[config.mk]
export PLATFORM = sky130hd
export DESIGN_NAME = sfm_bus_ctrl
export DESIGN_NICKNAME = d
export VERILOG_FILES = /design/src/inc/sfm_pkg.sv /design/src/hdl/sfm_bus_ctrl.sv /design/src/hdl/sfm_fifo.sv /design/src/hdl/sfm_sync.sv
export VERILOG_INCLUDE_DIRS = /design/src /design/src/inc
export SDC_FILE = /design/constraint.sdc
export NUM_CORES = 1
export LEC_CHECK = 0
export BUFFER_PORTS_ARGS = -buffer_cell sky130_fd_sc_hd__buf_2
export CORE_UTILIZATION = 44
export CTS_CLUSTER_SIZE = 40
export DETAILED_ROUTE_END_ITERATION = 8
export PLACE_DENSITY_LB_ADDON = 0.05
export SYNTH_ARGS = -nofsm -noshare
export SYNTH_HDL_FRONTEND = slang
export SYNTH_SLANG_ARGS = --single-unit
[constraint.sdc]
create_clock -name clk_i -period 3.34 [get_ports clk_i]
set_clock_uncertainty 0.2 [all_clocks]
set_input_delay 0.334 -clock clk_i [delete_from_list [all_inputs] [get_ports clk_i]]
set_output_delay 0.334 -clock clk_i [all_outputs]
set_load 0.01 [all_outputs]
[src/inc/sfm_map.svh]
// constants for the serial flash bus mode front end
`ifndef SFM_MAP_SVH
`define SFM_MAP_SVH

// opcodes that change lane usage or bus mode, plus the reset-enable and reset pair
`define SFM_OP_DUAL_OUT 8'h3B
`define SFM_OP_DUAL_IO 8'hBB
`define SFM_OP_QUAD_OUT 8'h6B
`define SFM_OP_QUAD_IO 8'hEB
`define SFM_OP_WORD_QUAD_IO 8'hE7
`define SFM_OP_ENTER_FOUR_WIRE 8'h38
`define SFM_OP_EXIT_FOUR_WIRE 8'hFF
`define SFM_OP_RESET_ENABLE 8'h66
`define SFM_OP_RESET 8'h99

// status word bit positions
`define SFM_QE_POS 9
`define SFM_SRP_HI_POS 8
`define SFM_SRP_LO_POS 7

// timing
`define SFM_CLK_PERIOD_NS 5
`define SFM_SOFT_RESET_NS 28000
`define SFM_HW_RESET_NS 1000

// read data buffer
`define SFM_FIFO_WIDTH 8
`define SFM_FIFO_DEPTH 32

// reset values
`define SFM_PIN_RESET 6'h1F
`define SFM_BYTE_RESET 8'h00

`endif

[src/inc/sfm_pkg.sv]
// types shared by the serial flash bus mode front end
package sfm_pkg;

    // lanes carrying one transfer direction
    typedef enum logic [1:0] {
        SFM_W1 = 2'h0,
        SFM_W2 = 2'h1,
        SFM_W4 = 2'h2
    } sfm_width_e;

    // frame phase
    typedef enum logic [1:0] {
        SFM_IDLE = 2'h0,
        SFM_OPC = 2'h1,
        SFM_BODY = 2'h2
    } sfm_phase_e;

endpackage : sfm_pkg

[src/hdl/sfm_bus_ctrl.sv]
// serial flash bus mode front end: framing, lanes, pause, resets, write gating
// Notes on behaviour
// single-line input on lane 0, taken at clock rise.
// single-line output on lane 1, changed at clock fall.
// clock modes 0 and 3 work; only clock edges matter.
// dual reads turn lanes 0 and 1 bidirectional.
// quad reads use four lanes, only with quad enable.
// opcode in two clocks in four-wire mode, eight in SPI.
// enter opcode selects four-wire mode, exit returns to SPI.
// power-up and software reset leave the device in SPI mode.
// four-wire entry ignored unless quad enable set.
// pause only in standard/dual use with quad enable clear.
// pause starts at pause fall if clock low, else after next clock fall.
// pause ends at pause rise if clock low, else after next clock fall.
// paused: lanes float, clock and input ignored, state kept.
// host keeps select low while paused; raising it resets the frame.
// reset-enable then reset: 28 us reset, all commands refused.
// pin function bit: 0 pause input, 1 active-low reset.
// reset pin low 1 us clears mode, power-down, arming and latch, aborts work, blocks commands.
// write-type commands refused until power-up delay ends.
// latch clear at power-up; writes need write-enable first.
// finished program, erase or status write clears the latch.
// in power-down only the release opcode is accepted.
// status write gated by protect bits, latch and, in SPI, protect pin.
// protect bits 0,1 lock status on low protect pin; 0,0 ignore pin.
// quad enable is status bit 9.
// select rise floats lanes, drops partial opcode, waits for next fall.
`timescale 1ns/100ps
`default_nettype none
`include "sfm_map.svh"

module sfm_bus_ctrl #(
    parameter int unsigned SOFT_RESET_CYCLES =
        (`SFM_SOFT_RESET_NS + `SFM_CLK_PERIOD_NS - 1) / `SFM_CLK_PERIOD_NS,
    parameter int unsigned POWERUP_CYCLES = 1000,
    parameter logic [7:0] WREN_OP = 8'h10,
    parameter logic [7:0] WRDI_OP = 8'h11,
    parameter logic [7:0] WRSR_OP = 8'h12,
    parameter logic [7:0] PROG_OP = 8'h13,
    parameter logic [7:0] SECT_ERASE_OP = 8'h14,
    parameter logic [7:0] BLK32_ERASE_OP = 8'h15,
    parameter logic [7:0] BLK64_ERASE_OP = 8'h16,
    parameter logic [7:0] CHIP_ERASE_OP = 8'h17,
    parameter logic [7:0] POWER_DOWN_OP = 8'h18,
    parameter logic [7:0] RELEASE_PD_OP = 8'h19
) (
    input wire logic clk_i,
    input wire logic rst_b_i,
    input wire logic ce_i,
    input wire logic sclk_i,
    input wire logic cs_b_i,
    input wire logic [3:0] lane_i,
    output var logic [3:0] lane_o,
    output var logic [3:0] lane_oe_o,
    input wire logic [15:0] status_reg_i,
    input wire logic hold_reset_sel_i,
    input wire logic out_phase_i,
    input wire logic [7:0] tx_data_i,
    input wire logic tx_valid_i,
    output wire logic tx_ready_o,
    input wire logic op_done_i,
    output var logic [7:0] cmd_o,
    output var logic cmd_valid_o,
    output var logic cmd_reject_o,
    output var logic [7:0] rx_byte_o,
    output var logic rx_byte_valid_o,
    output var logic frame_end_o,
    output var logic four_wire_instruction_mode_o,
    output var logic write_enable_latch_o,
    output var logic paused_o,
    output var logic power_down_o,
    output var logic reset_busy_o,
    output var logic write_inhibit_o,
    output var logic abort_o
);

    import sfm_pkg::*;

    localparam int unsigned HW_RESET_CYCLES =
        (`SFM_HW_RESET_NS + `SFM_CLK_PERIOD_NS - 1) / `SFM_CLK_PERIOD_NS;

    logic [5:0] pins;
    logic sclk_f;
    logic cs_b_f;
    logic [3:0] lanes_f;
    logic sclk_d;
    logic cs_d;
    logic sclk_rise;
    logic sclk_fall;
    logic cs_fall;
    logic cs_rise;
    logic rise_ok;
    logic fall_ok;
    logic qe;
    logic pin3_is_hold;
    logic pin3_is_reset;
    logic hw_rst_low;
    logic [8:0] hw_cnt;
    logic hw_hit;
    logic [15:0] sr_cnt;
    logic [15:0] pu_cnt;
    logic rst_armed;
    sfm_phase_e phase;
    sfm_width_e in_w;
    sfm_width_e out_w;
    sfm_width_e next_in_w;
    sfm_width_e next_out_w;
    logic ign;
    logic [7:0] rx_sr;
    logic [7:0] next_sr;
    logic [3:0] rx_cnt;
    logic [3:0] next_cnt;
    logic opc_done;
    logic op_ok;
    logic sr_unlocked;
    logic soft_start;
    logic dev_clear;
    logic out_active;
    logic tx_pop;
    logic [7:0] tx_sr;
    logic [3:0] tx_cnt;
    logic [7:0] fifo_data;
    logic fifo_valid;
    logic [7:0] load_byte;

    // bits moved per clock for a lane width
    function automatic logic [3:0] step_of(input sfm_width_e w);
        unique case (w)
            SFM_W2: step_of = 4'h2;
            SFM_W4: step_of = 4'h4;
            default: step_of = 4'h1;
        endcase
    endfunction : step_of

    // lanes driven for a width; single-line reads use lane 1 only
    function automatic logic [3:0] oe_of(input sfm_width_e w);
        unique case (w)
            SFM_W2: oe_of = 4'h3;
            SFM_W4: oe_of = 4'hF;
            default: oe_of = 4'h2;
        endcase
    endfunction : oe_of

    // top bits of a byte on the lanes, msb first
    function automatic logic [3:0] put_of(input logic [7:0] b, input sfm_width_e w);
        unique case (w)
            SFM_W2: put_of = {2'h0, b[7], b[6]};
            SFM_W4: put_of = b[7:4];
            default: put_of = {2'h0, b[7], 1'b0};
        endcase
    endfunction : put_of

    // host pins pass the filter first
    sfm_sync #(
        .WIDTH(6),
        .RESET_VAL(`SFM_PIN_RESET)
    ) u_sync (
        .clk_i(clk_i),
        .rst_b_i(rst_b_i),
        .ce_i(ce_i),
        .async_i({sclk_i, cs_b_i, lane_i}),
        .stable_o(pins)
    );

    // read data queue to the output shifter
    sfm_fifo #(
        .WIDTH(`SFM_FIFO_WIDTH),
        .DEPTH(`SFM_FIFO_DEPTH)
    ) u_fifo (
        .clk_i(clk_i),
        .rst_b_i(rst_b_i),
        .ce_i(ce_i),
        .in_valid_i(tx_valid_i),
        .in_ready_o(tx_ready_o),
        .in_data_i(tx_data_i),
        .out_valid_o(fifo_valid),
        .out_ready_i(tx_pop),
        .out_data_o(fifo_data)
    );

    assign sclk_f = pins[5];
    assign cs_b_f = pins[4];
    assign lanes_f = pins[3:0];
    assign qe = status_reg_i[`SFM_QE_POS];
    assign pin3_is_hold = !qe && !hold_reset_sel_i;
    assign pin3_is_reset = !qe && hold_reset_sel_i;
    assign hw_rst_low = pin3_is_reset && !lanes_f[3];
    assign hw_hit = hw_rst_low && hw_cnt == 9'(HW_RESET_CYCLES - 1);

    // edges only, so the idle clock level does not matter
    assign sclk_rise = sclk_f && !sclk_d;
    assign sclk_fall = !sclk_f && sclk_d;
    assign cs_fall = !cs_b_f && cs_d;
    assign cs_rise = cs_b_f && !cs_d;
    assign rise_ok = sclk_rise && !paused_o && !cs_b_f;
    assign fall_ok = sclk_fall && !paused_o && !cs_b_f;

    // edge history
    always_ff @(posedge clk_i or negedge rst_b_i)
    begin
        if (!rst_b_i)
        begin
            sclk_d <= 1'b0;
            cs_d <= 1'b1;
        end
        else if (ce_i)
        begin
            sclk_d <= sclk_f;
            cs_d <= cs_b_f;
        end
    end

    // input shifter; width follows the phase and the opcode
    always_comb
    begin
        next_cnt = rx_cnt + step_of(in_w);
        unique case (in_w)
            SFM_W2: next_sr = {rx_sr[5:0], lanes_f[1:0]};
            SFM_W4: next_sr = {rx_sr[3:0], lanes_f};
            default: next_sr = {rx_sr[6:0], lanes_f[0]};
        endcase
    end

    assign opc_done = phase == SFM_OPC && rise_ok && next_cnt[3];

    // protect bits 1x lock for good; 01 consults the pin only in SPI use
    always_comb
    begin
        unique case ({status_reg_i[`SFM_SRP_HI_POS], status_reg_i[`SFM_SRP_LO_POS]})
            2'h0: sr_unlocked = 1'b1;
            2'h1: sr_unlocked = qe || four_wire_instruction_mode_o || lanes_f[2];
            default: sr_unlocked = 1'b0;
        endcase
    end

    // opcode acceptance and body lane widths
    always_comb
    begin
        op_ok = 1'b1;
        next_in_w = four_wire_instruction_mode_o ? SFM_W4 : SFM_W1;
        next_out_w = next_in_w;
        if (hw_rst_low || reset_busy_o)
            op_ok = 1'b0;
        else if (power_down_o && next_sr != RELEASE_PD_OP)
            op_ok = 1'b0;
        else
        begin
            case (next_sr)
                `SFM_OP_DUAL_OUT:
                    if (!four_wire_instruction_mode_o)
                        next_out_w = SFM_W2;
                `SFM_OP_DUAL_IO:
                    if (!four_wire_instruction_mode_o)
                    begin
                        next_in_w = SFM_W2;
                        next_out_w = SFM_W2;
                    end
                `SFM_OP_QUAD_OUT:
                begin
                    op_ok = qe;
                    next_out_w = SFM_W4;
                end
                `SFM_OP_QUAD_IO, `SFM_OP_WORD_QUAD_IO:
                begin
                    op_ok = qe;
                    next_in_w = SFM_W4;
                    next_out_w = SFM_W4;
                end
                `SFM_OP_ENTER_FOUR_WIRE: op_ok = qe && !four_wire_instruction_mode_o;
                `SFM_OP_RESET: op_ok = rst_armed;
                WREN_OP: op_ok = !write_inhibit_o;
                WRSR_OP: op_ok = !write_inhibit_o && write_enable_latch_o && sr_unlocked;
                PROG_OP, SECT_ERASE_OP, BLK32_ERASE_OP, BLK64_ERASE_OP, CHIP_ERASE_OP:
                    op_ok = !write_inhibit_o && write_enable_latch_o;
                default: ;
            endcase
        end
    end

    assign soft_start = opc_done && op_ok && next_sr == `SFM_OP_RESET;
    assign dev_clear = soft_start || hw_hit;

    // frame sequencing; select high drops any partial opcode
    always_ff @(posedge clk_i or negedge rst_b_i)
    begin
        if (!rst_b_i)
        begin
            phase <= SFM_IDLE;
            rx_sr <= `SFM_BYTE_RESET;
            rx_cnt <= 4'h0;
            in_w <= SFM_W1;
            out_w <= SFM_W1;
            ign <= 1'b0;
            cmd_o <= `SFM_BYTE_RESET;
            cmd_valid_o <= 1'b0;
            cmd_reject_o <= 1'b0;
            rx_byte_o <= `SFM_BYTE_RESET;
            rx_byte_valid_o <= 1'b0;
            frame_end_o <= 1'b0;
        end
        else if (ce_i)
        begin
            cmd_valid_o <= 1'b0;
            cmd_reject_o <= 1'b0;
            rx_byte_valid_o <= 1'b0;
            frame_end_o <= cs_rise;
            if (cs_b_f)
            begin
                phase <= SFM_IDLE;
                rx_cnt <= 4'h0;
            end
            else
            begin
                unique case (phase)
                    SFM_IDLE:
                        if (cs_fall)
                        begin
                            phase <= SFM_OPC;
                            ign <= 1'b0;
                            in_w <= four_wire_instruction_mode_o ? SFM_W4 : SFM_W1;
                        end
                    SFM_OPC:
                        if (rise_ok)
                        begin
                            rx_sr <= next_sr;
                            rx_cnt <= next_cnt[3] ? 4'h0 : next_cnt;
                            if (next_cnt[3])
                            begin
                                phase <= SFM_BODY;
                                cmd_o <= next_sr;
                                cmd_valid_o <= op_ok;
                                cmd_reject_o <= !op_ok;
                                ign <= !op_ok;
                                in_w <= next_in_w;
                                out_w <= next_out_w;
                            end
                        end
                    SFM_BODY:
                        if (rise_ok && !out_phase_i)
                        begin
                            rx_sr <= next_sr;
                            rx_cnt <= next_cnt[3] ? 4'h0 : next_cnt;
                            if (next_cnt[3])
                            begin
                                rx_byte_o <= next_sr;
                                rx_byte_valid_o <= !ign;
                            end
                        end
                    default: phase <= SFM_IDLE;
                endcase
            end
        end
    end

    // pause tracks the pin while the clock is low; else it waits for a fall
    always_ff @(posedge clk_i or negedge rst_b_i)
    begin
        if (!rst_b_i)
            paused_o <= 1'b0;
        else if (ce_i)
        begin
            if (cs_b_f || !pin3_is_hold || four_wire_instruction_mode_o)
                paused_o <= 1'b0;
            else if (!sclk_f)
                paused_o <= !lanes_f[3];
        end
    end

    // bus mode, power-down and reset arming
    always_ff @(posedge clk_i or negedge rst_b_i)
    begin
        if (!rst_b_i)
        begin
            four_wire_instruction_mode_o <= 1'b0;
            power_down_o <= 1'b0;
            rst_armed <= 1'b0;
        end
        else if (ce_i)
        begin
            if (dev_clear)
            begin
                four_wire_instruction_mode_o <= 1'b0;
                power_down_o <= 1'b0;
                rst_armed <= 1'b0;
            end
            else if (opc_done && op_ok)
            begin
                rst_armed <= next_sr == `SFM_OP_RESET_ENABLE;
                if (next_sr == `SFM_OP_ENTER_FOUR_WIRE)
                    four_wire_instruction_mode_o <= 1'b1;
                else if (next_sr == `SFM_OP_EXIT_FOUR_WIRE)
                    four_wire_instruction_mode_o <= 1'b0;
                if (next_sr == POWER_DOWN_OP)
                    power_down_o <= 1'b1;
                else if (next_sr == RELEASE_PD_OP)
                    power_down_o <= 1'b0;
            end
            else if (opc_done)
                rst_armed <= 1'b0;
        end
    end

    // write-enable latch; a set in the completion cycle wins
    always_ff @(posedge clk_i or negedge rst_b_i)
    begin
        if (!rst_b_i)
            write_enable_latch_o <= 1'b0;
        else if (ce_i)
        begin
            if (dev_clear)
                write_enable_latch_o <= 1'b0;
            else if (opc_done && op_ok && next_sr == WREN_OP)
                write_enable_latch_o <= 1'b1;
            else if (op_done_i || (opc_done && op_ok && next_sr == WRDI_OP))
                write_enable_latch_o <= 1'b0;
        end
    end

    // timers: reset pin width, software reset, power-up delay
    always_ff @(posedge clk_i or negedge rst_b_i)
    begin
        if (!rst_b_i)
        begin
            hw_cnt <= 9'h000;
            abort_o <= 1'b0;
            sr_cnt <= 16'h0000;
            reset_busy_o <= 1'b0;
            pu_cnt <= 16'h0000;
            write_inhibit_o <= 1'b1;
        end
        else if (ce_i)
        begin
            abort_o <= hw_hit;
            if (!hw_rst_low)
                hw_cnt <= 9'h000;
            else if (hw_cnt != 9'(HW_RESET_CYCLES))
                hw_cnt <= hw_cnt + 9'h001;
            if (soft_start)
            begin
                reset_busy_o <= 1'b1;
                sr_cnt <= 16'h0000;
            end
            else if (reset_busy_o)
            begin
                sr_cnt <= sr_cnt + 16'h0001;
                if (sr_cnt == 16'(SOFT_RESET_CYCLES - 1))
                    reset_busy_o <= 1'b0;
            end
            if (write_inhibit_o)
            begin
                pu_cnt <= pu_cnt + 16'h0001;
                if (pu_cnt == 16'(POWERUP_CYCLES - 1))
                    write_inhibit_o <= 1'b0;
            end
        end
    end

    // output shifter; a new byte is pulled only when the last is spent
    assign out_active = !cs_b_f && out_phase_i && phase == SFM_BODY && !ign;
    assign tx_pop = out_active && fall_ok && tx_cnt == 4'h0;
    assign load_byte = fifo_valid ? fifo_data : `SFM_BYTE_RESET; // underrun sends zeros

    always_ff @(posedge clk_i or negedge rst_b_i)
    begin
        if (!rst_b_i)
        begin
            lane_o <= 4'h0;
            lane_oe_o <= 4'h0;
            tx_sr <= `SFM_BYTE_RESET;
            tx_cnt <= 4'h0;
        end
        else if (ce_i)
        begin
            if (!out_active)
            begin
                lane_oe_o <= 4'h0;
                tx_cnt <= 4'h0;
            end
            else
            begin
                lane_oe_o <= paused_o ? 4'h0 : oe_of(out_w);
                if (fall_ok && tx_cnt == 4'h0)
                begin
                    lane_o <= put_of(load_byte, out_w);
                    tx_sr <= load_byte << step_of(out_w);
                    tx_cnt <= 4'h8 - step_of(out_w);
                end
                else if (fall_ok)
                begin
                    lane_o <= put_of(tx_sr, out_w);
                    tx_sr <= tx_sr << step_of(out_w);
                    tx_cnt <= tx_cnt - step_of(out_w);
                end
            end
        end
    end

endmodule : sfm_bus_ctrl

`default_nettype wire

[src/hdl/sfm_fifo.sv]
// flip-flop fifo with valid/ready on both sides
`timescale 1ns/100ps
`default_nettype none
`include "sfm_map.svh"

module sfm_fifo #(
    parameter int unsigned WIDTH = `SFM_FIFO_WIDTH,
    parameter int unsigned DEPTH = `SFM_FIFO_DEPTH
) (
    input wire logic clk_i,
    input wire logic rst_b_i,
    input wire logic ce_i,
    input wire logic in_valid_i,
    output var logic in_ready_o,
    input wire logic [WIDTH-1:0] in_data_i,
    output var logic out_valid_o,
    input wire logic out_ready_i,
    output logic [WIDTH-1:0] out_data_o
);

    localparam int unsigned AW = $clog2(DEPTH);

    logic [WIDTH-1:0] mem [DEPTH];
    logic [AW-1:0] wr_ptr;
    logic [AW-1:0] rd_ptr;
    logic [AW:0] count;
    logic [AW:0] next_count;
    logic push;
    logic pop;

    assign push = in_valid_i & in_ready_o;
    assign pop = out_valid_o & out_ready_i;
    assign out_data_o = mem[rd_ptr];

    // occupancy; flags are registered so the ports come from flops
    always_comb
    begin
        next_count = count;
        if (push && !pop)
            next_count = count + (AW+1)'(1);
        else if (pop && !push)
            next_count = count - (AW+1)'(1);
    end

    // storage, written only by an accepted push
    always_ff @(posedge clk_i)
    begin
        if (ce_i && push)
            mem[wr_ptr] <= in_data_i;
    end

    // pointers and flags; depth is a power of two so pointers wrap freely
    always_ff @(posedge clk_i or negedge rst_b_i)
    begin
        if (!rst_b_i)
        begin
            wr_ptr <= '0;
            rd_ptr <= '0;
            count <= '0;
            in_ready_o <= 1'b1;
            out_valid_o <= 1'b0;
        end
        else if (ce_i)
        begin
            if (push)
                wr_ptr <= wr_ptr + AW'(1);
            if (pop)
                rd_ptr <= rd_ptr + AW'(1);
            count <= next_count;
            in_ready_o <= next_count != (AW+1)'(DEPTH);
            out_valid_o <= next_count != '0;
        end
    end

endmodule : sfm_fifo

`default_nettype wire

[src/hdl/sfm_sync.sv]
// three-stage pin synchroniser with agreement filter
`timescale 1ns/100ps
`default_nettype none

module sfm_sync #(
    parameter int unsigned WIDTH = 6,
    parameter logic [WIDTH-1:0] RESET_VAL = '0
) (
    input wire logic clk_i,
    input wire logic rst_b_i,
    input wire logic ce_i,
    input wire logic [WIDTH-1:0] async_i,
    output var logic [WIDTH-1:0] stable_o
);

    logic [WIDTH-1:0] s1;
    logic [WIDTH-1:0] s2;
    logic [WIDTH-1:0] s3;
    logic [WIDTH-1:0] agree;

    // only the second and third stages are compared; the first is metastable
    assign agree = ~(s2 ^ s3);

    // shift chain, stable value moves only where the late stages agree
    always_ff @(posedge clk_i or negedge rst_b_i)
    begin
        if (!rst_b_i)
        begin
            s1 <= RESET_VAL;
            s2 <= RESET_VAL;
            s3 <= RESET_VAL;
            stable_o <= RESET_VAL;
        end
        else if (ce_i)
        begin
            s1 <= async_i;
            s2 <= s1;
            s3 <= s2;
            stable_o <= (stable_o & ~agree) | (s3 & agree);
        end
    end

endmodule : sfm_sync

`default_nettype wire

# [After elaboration in Yosys (flattened, before gate mapping)]
# Memory sizes are Yosys's and may differ from the RTL's.
# Index checks and enable logic that the tools add are counted.
[op_classes] shifts=2 n_eq_ne=44 muxes=97 bitwise_logic=9 add_sub_neg=10 reduce_logical=91
[op_table] operator="8-bit by 5-bit == test with 1-bit output, second input constant" count=10
[op_table] operator="4-bit 2-to-1 mux" count=17
[op_table] operator="8-bit == test, second input constant" count=5
[op_table] operator="1-bit 2-to-1 mux" count=40
[op_table] operator="16-bit by 1-bit adder with 16-bit output, second input constant" count=2
[op_table] operator="1-bit logical AND" count=32
[op_table] operator="16-bit 2-to-1 mux" count=2
[op_table] operator="4-bit one-hot mux with 2 select lines" count=4
[op_table] operator="2-bit 2-to-1 mux" count=13
[op_table] operator="8-bit 2-to-1 mux" count=3
[op_table] operator="5-bit AND reduction" count=4
[op_table] operator="9-bit 2-to-1 mux" count=2
[op_table] operator="2-bit AND reduction" count=9
[op_table] operator="16-bit by 10-bit == test with 1-bit output, second input constant" count=1
[op_table] operator="16-bit by 13-bit == test with 1-bit output, second input constant" count=1
[op_table] operator="8-bit by 6-bit == test with 1-bit output, second input constant" count=2
[op_table] operator="8-bit by 7-bit == test with 1-bit output, second input constant" count=2
[op_table] operator="1-bit zero test" count=16
[op_table] operator="8-bit one-hot mux with 2 select lines" count=1
[op_table] operator="8-bit by 4-bit left shift with 8-bit output" count=2
[op_table] operator="3-bit by 2-bit inequality test with 1-bit output, second input constant" count=5
[op_table] operator="3-bit nonzero test" count=5
[op_table] operator="7-bit 2-to-1 mux" count=2
[op_table] operator="7-bit one-hot mux with 2 select lines" count=1
[op_table] operator="other kinds (39)" count=72
[totals] input_bits=37 ramBits=256 wordCells=292 ff_bits=151 memories=1 out_inout_bits=36
[mem_list] name="u_fifo.mem" depth=32 word_bits=8 read_ports=1 rd_clocked_by_memory_dff=0 write_ports=1 line="sfm_fifo.sv:23" text="logic [WIDTH-1:0] mem [DEPTH];"

# [Longest topological paths before layout]
[logic_depth] depth_word=13 ltp_mapped=14 mapped_depth_nobuf=10

# [By module]
# From an unflattened synthesis, not the netlist that was laid out.
[hier_totals] cells_unflattened=1221 hier_area_um2=17920.9
[by_module_without_submodules] module="sfm_fifo" seq_area_each_um2=8139.1 instances=1 area_per_inst_um2=10930.5 cells_per_inst=518
[by_module_without_submodules] module="sfm_bus_ctrl" seq_area_each_um2=2680.1 instances=1 area_per_inst_um2=6002.0 cells_per_inst=638
[by_module_without_submodules] module="sfm_sync" seq_area_each_um2=625.6 instances=1 area_per_inst_um2=988.4 cells_per_inst=65

# [Worst setup path before layout]
# OpenSTA, ideal clock, no wires.
[synth_path] path_type="register to register" start="register in_w[0]" end="register power_down_o" setup_time_ns=0.121 path_buffers=2 t_arrival_ns=2.932 synth_period_minus_slack_ns=3.253 t_required_ns=3.019 slack_ns=0.087 stages_incl_launch_ff=13 path_cell_list="dfrtp_1 -> inv_1 -> ha_1 -> buf_6 -> a221o_1 -> o21ai_2 -> buf_2 -> nor2_1 -> o2111a_1 -> a311o_1 -> a311o_1 -> a21bo_1 -> a22o_1"
[synth_between] elab_chain_cells=12 word_cells_on_any_way=36 classes_between="add/sub: 1; eq/ne: 17; mux: 8; reduce/logical: 10"
[synth_lines] item="start, declared" line="sfm_bus_ctrl.sv:104" text="sfm_width_e in_w;"
[synth_lines] item="start signal, assigned" line="sfm_bus_ctrl.sv:320" text="in_w <= four_wire_instruction_mode_o ? SFM_W4 : SFM_W1;"
[synth_lines] item="start signal, assigned" line="sfm_bus_ctrl.sv:334" text="in_w <= next_in_w;"
[synth_lines] item="2-bit == test or 2-bit by 1-bit == test with 1-bit output (tied branches)" line="sfm_bus_ctrl.sv:128, sfm_bus_ctrl.sv:217"
[synth_lines] item="8-bit one-hot mux with 2 select lines" line="sfm_bus_ctrl.sv:217" text="unique case (in_w)"
[synth_lines] item="8-bit by 5-bit == test with 1-bit output, or another cell as far along" line="sfm_bus_ctrl.sv:248" text="case (next_sr)"
[synth_lines] item="5-bit OR reduction or 3-bit OR reduction (tied branches)"
[synth_lines] item="1-bit one-hot mux with 6 select lines" line="sfm_bus_ctrl.sv:248"
[synth_lines] item="1-bit 2-to-1 mux" line="sfm_bus_ctrl.sv:244" text="else if (power_down_o && next_sr != RELEASE_PD_OP)"
[synth_lines] item="1-bit 2-to-1 mux" line="sfm_bus_ctrl.sv:242" text="if (hw_rst_low || reset_busy_o)"
[synth_lines] item="1-bit logical AND" line="sfm_bus_ctrl.sv:280, sfm_bus_ctrl.sv:386"
[synth_lines] item="1-bit logical AND (no source line)"
[synth_lines] item="1-bit logical OR" line="sfm_bus_ctrl.sv:281" text="assign dev_clear = soft_start || hw_hit;"
[synth_lines] item="3-bit nonzero test (no source line) or 2-bit nonzero test (tied branches)"
[synth_lines] item="3-bit AND reduction (no source line)"
[synth_lines] item="end signal, assigned" line="sfm_bus_ctrl.sv:375" text="power_down_o <= 1'b0;"
[synth_lines] item="end signal, assigned" line="sfm_bus_ctrl.sv:383" text="power_down_o <= 1'b0;"
[synth_lines] item="end signal, assigned" line="sfm_bus_ctrl.sv:394" text="power_down_o <= 1'b1;"
[synth_lines] item="end, declared" line="sfm_bus_ctrl.sv:71" text="output var logic power_down_o,"
# Several ways; a longest one is shown, not always the timed one. The select of a mux whose other input is x is not followed.
# A chain may end at the register's enable or synchronous reset.

# [Final worst setup path]
# Ends and elaborated chain as after synthesis.

==> reports/results.tsv <==
stage	metric	value	unit
timing	period utilization	95.8	%
setup_path	Worst Setup SP	in_w[0]$_DFFE_PN0P_	
floorplanning	die area	41500	µm²
synthesis	post-synth top area share	42.9	%
min_path	Worst Hold Class	in2reg	
power_and_ir_drop	sequential share of power	42.1	%
timing	final setup margin	0.142	ns
setup_path	Crit Path Max Fanout	10	
clock_network	Root Buffer	clkbuf_16	
setup_path	Arr. time, crit path	3.45	ns
synthesis	Synth cell types	74	
layout	proportion of layout cells with a drive suffix above 1	25.4	%
power_and_ir_drop	Comb pwr share	23.7	%
global_route	GR Util met3	4.20	%
global_route	All-Layer GR Usage	20.7	%
global_route	initial antenna violation count	0	
power_and_ir_drop	Peak VDD IR	0.000477	V
place	Routability Congestion	0.849	
timing	relative slew slack	42.7	%
routing	drc violations	0	
power_and_ir_drop	Switching Fraction	29.3	%
clock_network	# Post-CTS Setup Buffers	0	
setup_path	r2r startpoint	in_w[0]$_DFFE_PN0P_	
synthesis	net count after synthesis	1356	
floorplanning	initial core utilization	44.9	%
status	status	finished clean	
floorplanning	# IOs	73	
setup_path	CP top delay family	compound AO/OA/AOI/OAI gates	
synthesis	Post-Syn Area per Cell	13.9	µm²
setup_path	CP Capture Type	flip-flop	
place	DP HPWL	27600	µm
routing	Routed Antenna Nets	0	
synthesis	number of synthesized flops with an enable pin	256	
timing	Hold Fails Final Rpt	0	
layout	fillers	3401	
global_route	largest net degree at the start of global routing	89	
routing	DR pass1 iterations	5	
floorplanning	# rows	73	
place	port bufs	59	
global_route	first-pass GRT wire length	64700	µm
synthesis	Post-Syn Instances	1289	
setup_path	CP most frequent cell	a311o_1	
setup_path	CP Class	reg2reg	
synthesis	Post-Syn Area	17900	µm²
power_and_ir_drop	P_int	10.2	mW
routing	DR WL/cell	20.9	µm
clock_network	clock slew at reported path FFs	0.06	ns
setup_path	Reg2Reg Setup Slack	0.14	ns
setup_path	cell count along the critical path	10	
power_and_ir_drop	leakage	7.91	nW
global_route	GR Util met1	28.0	%
routing	final WL	41900	µm
clock_network	H-tree Lvls	2	
synthesis	Synth Flop Type	edfxtp_1	
timing	setup violators final	0	
floorplanning	height of the die	204	µm
synthesis	register bit count reported by yosys	405	
setup_path	Worst setup SP type	flip-flop	
synthesis	largest cells by area after synthesis	edfxtp_1, dfrtp_1, mux4_2	
synthesis	YS warnings	0	
place	dpl cells	1913	
power_and_ir_drop	PD cells	686	nW/µm²
global_route	vias in the first global route	10900	
setup_path	Max stage delay on crit path	0.43	ns
clock_network	CTS tree	built	
flow_run	max-cap violations	0	
layout	Area Growth Syn to Fin	17.5	%
setup_path	CP max-delay cell	a311o_1	
place	pre-CTS setup slack	-0.0263	ns
power_and_ir_drop	Tot Pwr	14.4	mW
timing	worst hold margin	0.0527	ns
synthesis	post-synth top area cell	edfxtp_1	
layout	Layout Nets	1510	
layout	n_diodes	0	
timing	minimum clock period	3.20	ns
clock_network	clk_lat worst skew	0.59	ns
power_and_ir_drop	NetSw	4.23	mW
timing	max frequency	313	MHz
floorplanning	Core Footprint	39900	µm²
power_and_ir_drop	share of total power in the clock network	34.1	%
global_route	met2 Track Usage GR	33.8	%
clock_network	Num CTS Buffers	44	
timing	Max Transition Viols Final	0	
global_route	total gr overflow	0	
routing	number of vias per cell	5.48	
global_route	grt peak-use layer	met2	
timing	RSZ-0062 raised after global routing	false	
routing	vias	11000	
setup_path	Critical Path RT	3.59	ns
setup_path	Worst setup endpoint	power_down_o$_DFFE_PN0P_	
synthesis	post-synthesis sequential area ratio	63.9	%
setup_path	crit-path cells	inv_1, ha_2, a221o_1, and2_4, and3_1, o2111a_1, a311o_1, a311o_1, a21bo_1, a22o_1	
clock_network	Max Buffers Root-to-Sink	3	
synthesis	ys async rst share	36.8	%
routing	Iteration-0 DRC Markers	784	
setup_path	Worst Reg-to-Reg Cells	10	
timing	worst slew pin tran	0.859	ns
clock_network	clock sink total	405	
floorplanning	Die X	204	µm
layout	Non-Filler Instances	2004	
setup_path	CP bufs+invs	1	
setup_path	Reg-to-Reg End	power_down_o$_DFFE_PN0P_	
-- power by group through the flow --
stage          combinational (mW)  clock, mW  sequential, mW
6_report                     3.43       4.93            6.08
5_1_grt                      3.77       5.25            6.14
4_1_cts                      3.44       5.05            6.08
3_5_place_dp                 3.41          0            6.18
3_3_place_gp                 3.39          0            6.17
2_1_floorplan                2.35          0            6.02
-- placed cells by master (no fill, tap or decap), drive strengths merged, types with 6 or more instances in the layout --
cell type	Yosys	final
nand2	106	106
edfxtp	256	256
a21oi	36	36
o21ai	57	57
xor2	19	19
dlygate4sd3	0	9
nor2b	12	12
nor3	8	8
nand2b	15	15
o31ai	10	10
clkbuf	36	58
a22oi	13	13
nand3	36	36
o22ai	11	11
nor3b	7	7
a221o	6	6
dfstp	23	23
and2	11	11
nand4	16	16
inv	37	39
dfrtp	126	126
mux2	55	55
xnor2	32	32
nor4	7	7
nor4b	11	11
a31oi	7	7
mux2i	36	36
nor2	99	99
or3	6	6
buf	28	163
a221oi	7	7
mux4	48	48
and3	16	16
ha	28	28
clkinv	0	17
-- worst min-delay path by stage --
stage / depth (start not counted) / slack [ns] / startpoint / endpoint
global placement: 1 / 0.26 / rst_b_i / pu_cnt[9]$_DFFE_PN0P_
CTS: 4 / 0.02 / status_reg_i[9] / hw_cnt[1]$_DFFE_PN0P_
global route: 4 / 0.04 / status_reg_i[9] / hw_cnt[1]$_DFFE_PN0P_
detailed placement: 1 / 0.26 / rst_b_i / pu_cnt[9]$_DFFE_PN0P_
finish: 4 / 0.05 / status_reg_i[9] / hw_cnt[1]$_DFFE_PN0P_
floorplan: 0 / -0.16 / rst_b_i / async pin
-- logic make-up (layout without fill, tap and decap cells) --
logic type                 after synthesis  count (layout)  synth area share [%]
AOI/OAI and AO/OA                      195             195                  7.21
xor gates and xnor gates                51              51                  2.49
adders and majority gates               30              30                  2.18
buffers and inverters                  101             291                  2.39
DFF                                    405             405                  63.9
muxes                                  139             139                  11.5
and+or+nand+nor                        368             368                  10.3
-- timing repair --
item	in CTS	in global routing
pin swaps	0	2
hold endpoints to repair	69	0
hold buffers	9	0
gates cloned	0	0
setup endpoints to repair	2	4
gates resized for setup	2	6
-- flip-flops by register name, summed over array words and instances (netlist names), 7 cells and up, named ones only --
| register | cells |
|---|---|
| cmd_o | 8 |
| sr_cnt | 16 |
| u_fifo.mem | 256 |
| rx_sr | 7 |
| pu_cnt | 16 |
| tx_sr | 8 |
| rx_byte_o | 8 |
| hw_cnt | 9 |
-- synthesized netlist by cell type, types with 4 or more instances --
master      n
edfxtp_1  256
dfrtp_1   126
nand2_1   106
nor2_1     99
mux2_2     55
o21ai_0    51
mux4_2     48
a21oi_1    36
clkbuf_1   36
inv_1      36
mux2i_1    36
nand3_1    36
xnor2_1    32
ha_1       28
dfstp_2    23
xor2_1     19
and3_1     16
nand4_1    16
nand2b_1   15
a22oi_1    13
buf_1      12
nor2b_1    12
o22ai_1    11
and2_1     10
o31ai_1    10
buf_2       9
nor4b_1     9
nor3_1      8
a221oi_1    7
a31oi_1     7
nor4_1      7
a221o_1     6
nor3b_1     6
or3_1       6
a211oi_1    5
a22o_1      5
o211ai_1    5
a21o_1      4
a32oi_1     4
buf_4       4
o21a_1      4
-- metal layers --
| layer | vias up | wire length (µm) |
|---|---|---|
| li1 | 5153 | - |
| met1 | 5525 | 18800 |
| met2 | 232 | 20000 |
| met3 | 66 | 2130 |
| met4 | 0 | 942 |
| met5 | - | 0 |
-- worst min-delay path: stages --
cell,delay [ns]
buf_2,0.18
nor3b_1,0.12
nand2_1,0.07
o21ai_0,0.06
-- through the flow --
step | util, % | area, µm² | TNS (ns)
final | 52.7 | 21000 | 0
after global routing | 52.7 | 21000 | 0
after CTS | 52.6 | 21000 | 0
after detailed placement | 48.7 | 19400 | -0.0263
after global placement | 48.7 | 19400 | -0.0256
after floorplan | - | 17900 | 0
-- area by class of cell --
cell class / count / area (µm²) / share of cell area (%)
inverters: 37 / 139 / 0.660
clock buffers: 58 / 1200 / 5.72
multi-input cells: 783 / 6060 / 28.8
repair buffers: 172 / 1250 / 5.94
well taps: 525 / 657 / 3.12
clock inverters: 24 / 273 / 1.30
flip-flops and latches: 405 / 11400 / 54.4
No activity file was read; power rests on OpenSTA's default activity.
